==> src/pkg/split_phase_pkg.sv <==
// Constants and types for the split-phase clock and data recovery block
package split_phase_pkg;
	localparam int PERIOD_W      = 12;
	localparam int PHASE_W       = 16;
	localparam int HALF_BIT_INIT = 16'h0020;
	localparam int FIFO_DEPTH    = 8;
	localparam int SYNC_STAGES   = 2;

	typedef struct packed {
		logic bit_val;
		logic cell_edge;
	} rx_word_t;
endpackage

==> src/core/sync_fifo.sv <==
// Synchronous FIFO with valid and ready on both sides
`timescale 1ns/1ps
module sync_fifo #(
	parameter int WIDTH = 8,
	parameter int DEPTH = 8
) (
	input  wire logic             clk,
	input  wire logic             rst_b,
	input  wire logic [WIDTH-1:0] in_data,
	input  wire logic             in_valid,
	output logic                  in_ready,
	output logic      [WIDTH-1:0] out_data,
	output logic                  out_valid,
	input  wire logic             out_ready
);
	localparam int AW = $clog2(DEPTH);

	initial begin
		if (DEPTH < 2 || (1 << AW) != DEPTH)
			$error("DEPTH must be a power of two and at least 2");
	end

	logic [WIDTH-1:0] mem [DEPTH];
	logic [AW:0]      wr_q, wr_d, rd_q, rd_d;
	logic             push, pop;

	always_comb begin
		in_ready  = (wr_q - rd_q) != (AW+1)'(DEPTH);
		out_valid = wr_q != rd_q;
		out_data  = mem[rd_q[AW-1:0]];
		push      = in_valid && in_ready;
		pop       = out_valid && out_ready;
		wr_d      = push ? wr_q + 1'b1 : wr_q;
		rd_d      = pop ? rd_q + 1'b1 : rd_q;
	end

	always_ff @(posedge clk or negedge rst_b) begin
		if (!rst_b) begin
			wr_q <= '0;
			rd_q <= '0;
		end else begin
			wr_q <= wr_d;
			rd_q <= rd_d;
		end
	end

	always_ff @(posedge clk) begin
		if (push)
			mem[wr_q[AW-1:0]] <= in_data;
	end
endmodule

==> src/core/split_phase_recovery.sv <==
// Split-phase clock and data recovery with tracking digital oscillator
`timescale 1ns/1ps
module split_phase_recovery #(
	parameter int PERIOD_W = split_phase_pkg::PERIOD_W,
	parameter int DEPTH    = split_phase_pkg::FIFO_DEPTH
) (
	input  wire logic CLK,
	input  wire logic RST_B,
	input  wire logic SER_IN,
	input  wire logic GATE_EN,
	input  wire logic DATA_READY,
	output logic      DATA_VALID,
	output logic      DATA_BIT,
	output logic      REC_CLK,
	output logic      EDGE_PULSE,
	output logic      OVERFLOW
);
	localparam int W = $bits(split_phase_pkg::rx_word_t);

	initial begin
		if (PERIOD_W < 4 || PERIOD_W > 15)
			$error("PERIOD_W must lie between 4 and 15");
	end

	// Input synchronisers
	logic [split_phase_pkg::SYNC_STAGES-1:0] in_sync_q, in_sync_d;
	logic [1:0]                              gate_sync_q, gate_sync_d;
	logic                                    din_q, din_d;
	logic                                    edge_q, edge_d;

	always_comb begin
		in_sync_d   = {in_sync_q[0], SER_IN};
		gate_sync_d = {gate_sync_q[0], GATE_EN};
		din_d       = in_sync_q[1];
		edge_d      = in_sync_q[1] ^ din_q;
	end

	always_ff @(posedge CLK or negedge RST_B) begin
		if (!RST_B) begin
			in_sync_q   <= '0;
			gate_sync_q <= '0;
			din_q       <= 1'b0;
			edge_q      <= 1'b0;
		end else begin
			in_sync_q   <= in_sync_d;
			gate_sync_q <= gate_sync_d;
			din_q       <= din_d;
			edge_q      <= edge_d;
		end
	end

	// Tracking oscillator: period estimate and phase counter
	logic [PERIOD_W-1:0] half_q, half_d;
	logic [PERIOD_W-1:0] ph_q, ph_d;
	logic                tick;
	logic                gated_edge;

	function automatic logic [PERIOD_W-1:0] avg(
		input logic [PERIOD_W-1:0] a,
		input logic [PERIOD_W-1:0] b
	);
		logic [PERIOD_W:0] s;
		s = {1'b0, a} + {1'b0, b};
		return s[PERIOD_W:1];
	endfunction

	always_comb begin
		gated_edge = edge_q && gate_sync_q[1];
		tick       = ph_q >= half_q - 1'b1;
		half_d     = half_q;
		ph_d       = tick ? '0 : ph_q + 1'b1;
		if (gated_edge) begin
			// Edge-only comparison: edge past mid_pt averages phase count into half period
			if (ph_q > (half_q >> 1))
				half_d = avg(half_q, ph_q + 1'b1);
			ph_d = '0;
		end
	end

	always_ff @(posedge CLK or negedge RST_B) begin
		if (!RST_B) begin
			half_q <= PERIOD_W'(split_phase_pkg::HALF_BIT_INIT);
			ph_q   <= '0;
		end else begin
			half_q <= half_d;
			ph_q   <= ph_d;
		end
	end

	// Divider, clock shift and decision stages
	logic div2_stage_q, div2_stage_d;
	logic clock_shift_stage_q, clock_shift_stage_d;
	logic data_decision_stage_q, data_decision_stage_d;
	logic cell_start, mid_tick, sample_now, pulse_d;
	logic word_valid_q, word_valid_d, ovf_q, ovf_d;
	logic [PERIOD_W-1:0] mid_pt;

	always_comb begin
		mid_pt              = half_q >> 1;
		mid_tick            = ph_q == mid_pt;
		div2_stage_d        = tick ? ~div2_stage_q : div2_stage_q;
		// Loads inverted divider half a tick later, opposite phase
		clock_shift_stage_d = mid_tick ? ~div2_stage_q
			: clock_shift_stage_q;
		cell_start          = mid_tick && !div2_stage_q &&
			!clock_shift_stage_q;
		sample_now          = cell_start;
		// Low in first half means rising edge at mid cell: zero
		data_decision_stage_d = sample_now ? din_q
			: data_decision_stage_q;
		word_valid_d        = sample_now;
		pulse_d             = gated_edge;
		ovf_d               = ovf_q;
	end

	split_phase_pkg::rx_word_t in_word, out_word;
	logic fifo_in_ready, fifo_out_valid;

	always_comb begin
		in_word.bit_val   = data_decision_stage_d;
		in_word.cell_edge = 1'b1;
	end

	always_ff @(posedge CLK or negedge RST_B) begin
		if (!RST_B) begin
			div2_stage_q          <= 1'b0;
			clock_shift_stage_q   <= 1'b1;
			data_decision_stage_q <= 1'b0;
			word_valid_q          <= 1'b0;
			EDGE_PULSE            <= 1'b0;
			REC_CLK               <= 1'b0;
		end else begin
			div2_stage_q          <= div2_stage_d;
			clock_shift_stage_q   <= clock_shift_stage_d;
			data_decision_stage_q <= data_decision_stage_d;
			word_valid_q          <= word_valid_d;
			EDGE_PULSE            <= pulse_d;
			REC_CLK               <= clock_shift_stage_d;
		end
	end

	always_ff @(posedge CLK or negedge RST_B) begin
		if (!RST_B)
			ovf_q <= 1'b0;
		else if (word_valid_d && !fifo_in_ready)
			ovf_q <= 1'b1;
		else
			ovf_q <= ovf_d;
	end

	sync_fifo #(
		.WIDTH(W),
		.DEPTH(DEPTH)
	) u_fifo (
		.clk      (CLK),
		.rst_b    (RST_B),
		.in_data  (in_word),
		.in_valid (word_valid_d),
		.in_ready (fifo_in_ready),
		.out_data (out_word),
		.out_valid(fifo_out_valid),
		.out_ready(DATA_READY && !DATA_VALID)
	);

	// Output register stage fed from FIFO head
	always_ff @(posedge CLK or negedge RST_B) begin
		if (!RST_B) begin
			DATA_VALID <= 1'b0;
			DATA_BIT   <= 1'b0;
			OVERFLOW   <= 1'b0;
		end else begin
			OVERFLOW <= ovf_q;
			if (DATA_VALID && DATA_READY)
				DATA_VALID <= 1'b0;
			else if (!DATA_VALID && fifo_out_valid && DATA_READY) begin
				DATA_VALID <= 1'b1;
				DATA_BIT   <= out_word.bit_val;
			end
		end
	end
endmodule

==> config.mk <==
export PLATFORM = sky130hd
export DESIGN_NAME = split_phase_recovery
export DESIGN_NICKNAME = d
export VERILOG_FILES = /design/src/pkg/split_phase_pkg.sv /design/src/core/sync_fifo.sv /design/src/core/split_phase_recovery.sv
export SDC_FILE = /design/constraint.sdc
export NUM_CORES = 1
export LEC_CHECK = 0
export ABC_CLOCK_PERIOD_IN_PS = 3700
export BUFFER_PORTS_ARGS = -buffer_cell sky130_fd_sc_hd__buf_4
export CAP_MARGIN = 25
export CORE_ASPECT_RATIO = 0.9
export CORE_MARGIN = 2
export CORE_UTILIZATION = 61
export CTS_CLUSTER_DIAMETER = 60
export CTS_CLUSTER_SIZE = 8
export DETAILED_ROUTE_END_ITERATION = 16
export GPL_TIMING_DRIVEN = 0
export PLACE_DENSITY = 0.86
export SLEW_MARGIN = 20
export SYNTH_ARGS = -nofsm -noshare
export SYNTH_HDL_FRONTEND = slang
export SYNTH_SLANG_ARGS = --single-unit
==> constraint.sdc <==
create_clock -name CLK -period 3.7 [get_ports CLK]
set_clock_uncertainty 0.05 [all_clocks]
set_input_delay 0.185 -clock CLK [delete_from_list [all_inputs] [get_ports CLK]]
set_output_delay 0.185 -clock CLK [all_outputs]
set_load 0.03 [all_outputs]
==> results.cfg <==
[cts]
clk_latency_ns = 0.32
cts_buffer_depth = 2
cts_made_buffers = 5
ctsRootBufferMaster = clkbuf_8
cts.sinks = 55
cts_tree = yes
htreeDepth = 2
path_clk_slew_ns = 0.10

[worst_setup_path]
critical_path.cell_chain = nor4_2 > nand2_1 > or4_1 > xnor2_1 > ha_1 > a21o_1 > a311oi_1 > o311ai_0 > nand2_1 > clkbuf_1 > and3_1
crit_fanout = 10
crit_slowest_cell = dfrtp_1
r2r_start = half_q[3]
cp-end-kind = register
crit_start = half_q[3]
worst-endpoint-arrival_ns = 3.62
crit_type = register to register
r2r_cells = 11
worst-endpoint-required_ns = 3.91
critPathLaunchType = register
cp_slowest_stage_delay_ns = 0.44
setup.worst_path.end = ph_q[2]
rr_endpoint = ph_q[2]
cpMostUsedCell = nand2_1
reg2reg_slack_ns = 0.28

[placed_design]
routabilityCongestion = 0.835
portBuffers = 9
dp_hpwl_um = 5260
dp_cells = 408

[sta]
fin_crit_sh = 0.923
hold_ws_ns = 0.306
tightestPinTransition_ns = 0.693
timing.fmax_mhz = 293
relSlewSlack = 0.538
hold_viol_final = 0
fin_crit_ns = 3.42
fin_tns_setup_ns = 0
drv_slew = 0
setup_viol = 0
rsz0062_at_grt = no

[routing]
drt-total-wl_um = 6950
post_drt_wl_per_cell_um = 16.5
drt_iter0_drc = 131
drc = 0
first_pass_iters = 5
ant_nets = 0
vias_per_cell = 5.92
vias = 2493

[job]
cap_violations = 0

[layout]
nNetsFinal = 398
n_fill_cell = 425
finish.utilization = 0.677
syn_to_final_growth_pct = 8.57
layout-drive-gt1-share = 0.105
stdcell_count = 421
n_antenna_cell = 0

[synth]
synthTopCellsByArea = dfrtp_1 32%, ha_1 15%, edfxtp_1 6.9%
seq_area_frac_synth = 0.407
syn_area_per_cell_um2 = 10.6
synth_largest_area_cell = dfrtp_1
synthCells = 329
synth_commonest_cells = 45 x dfrtp_1, 42 x ha_1, 26 x nand2_1
syn_area_um2 = 3490
yosysWarnings = 0
async_reset_ff_frac = 0.855
synth_top_area_frac = 0.323
ys_ff_latch = 55
synth_fp_nets = 377
yosysMostFrequentCell = dfrtp_1
yosysUniqueCellTypes = 46
synth-edff-count = 8
ys.flop_type = dfrtp_1

[global_routing]
use_met2 = 0.392
met1_usage = 0.316
grt_overflow = 0
antenna_found_initial = 0
grtUsageMet3 = 0.0347
track_usage = 0.233
grt_max_degree = 48
grt_pass1_wl_um = 11600
first_global_vias = 2464
grt.busiest_layer = met2

[pwr]
power_density_nw_per_um2 = 698
power.total_mw = 2.64
p_leak_nw = 1.81
peakVddDrop_mv = 0.629

[floorplan]
die_y_um = 75.7
core_um2 = 5600
initial_utilization = 0.623
row_count = 26
top_level_ports = 10
die_area_um2 = 6340
die_x_um = 83.7

[worst_hold_path]
holdCritPathClass = register to register

[outcome]
outcome = finished, final reports clean
[cell usage in the layout, fill, tap and decap left out, types with 12 or more instances in the layout]
cell / instances
o21ai_0: 12
inv_1: 22
nor2_1: 15
and3_1: 12
xnor2_1: 24
xor2_1: 12
dfrtp_1: 45
nand2_1: 26
ha_1: 42
[area by class of cell]
type	instances	area, um^2	share of cell area
inverter	22	82.6	0.0218
clock inverter	3	23.8	0.00628
clock buffer	5	68.8	0.0182
timing repair buffer	14	113	0.0297
tap	70	87.6	0.0231
sequential	55	1420	0.375
multi-input combinational	247	1970	0.521
buffer	5	18.8	0.00496
[power by group]
part	leakage (nW)	internal, mW	switching, mW
clock network	0.0461	0.137	0.218
registers	0.671	0.775	0.140
logic	1.09	0.596	0.776
[registers in the layout, summed over array words and instances (netlist names)]
name / count
EDGE_PULSE: 1
DATA_BIT: 1
edge_q: 1
gate_sync_q: 2
ph_q: 12
u_fifo.wr_q: 4
DATA_VALID: 1
clock_shift_stage_q: 1
div2_stage_q: 1
u_fifo.rd_q: 4
data_decision_stage_q: 1
half_q: 12
in_sync_q: 2
OVERFLOW: 1
din_q: 1
u_fifo.mem: 8
REC_CLK: 1
ovf_d: 1
[through the flow]
step | setup slack (ns) | instance area, um^2
final | 0.285 | 3790
after global routing | 0.0907 | 3790
after CTS | 0.206 | 3780
after detailed placement | 0.207 | 3640
after global placement | 0.261 | 3640
after floorplan | 0.742 | 3490
[what timing repair did]
| item | in CTS | in global routing |
|---|---|---|
| endpoints found under the hold margin | 48 | 0 |
| setup endpoints to repair | 0 | 10 |
| resized for setup | 0 | 1 |
| hold buffers | 4 | 0 |
| buffers inserted | 0 | 0 |
[layer usage]
layer,vias to the layer above,part of all wire
met2,69,0.48
met4,0,0.018
met1,1186,0.47
met5,-,0
li1,1228,-
met3,10,0.037
[worst max-delay path, delay by kind of cell, from the launching register on]
family | cells | cell delay (ns)
AOI/OAI and AO/OA | 3 | 0.71
buffers and inverters | 1 | 0.33
adders and majority gates | 1 | 0.29
xor gates and xnor gates | 1 | 0.15
and+or+nand+nor | 5 | 1.38
DFF | 1 | 0.44
[worst min-delay path by stage]
stage | from | end | slack [ns] | depth (start not counted)
floorplan | RST_B | DATA_BIT | -0.16 | 0
global placement | RST_B | half_q[4] | 0.17 | 1
detailed placement | RST_B | half_q[4] | 0.18 | 1
CTS | gate_sync_q[0] | gate_sync_q[1] | 0.31 | 0
global route | gate_sync_q[0] | gate_sync_q[1] | 0.31 | 0
finish | gate_sync_q[0] | gate_sync_q[1] | 0.31 | 0
[cells by family (layout without fill, tap and decap cells)]
logic type	Yosys count	after routing	synth area share
and+or+nand+nor	99	99	0.154
muxes	18	18	0.0617
AOI/OAI and AO/OA	50	50	0.0968
DFF	55	55	0.407
xor gates and xnor gates	37	37	0.0951
adders and majority gates	43	43	0.156
buffers and inverters	27	49	0.0291
Note: power is estimated with default switching activity, not from simulation.
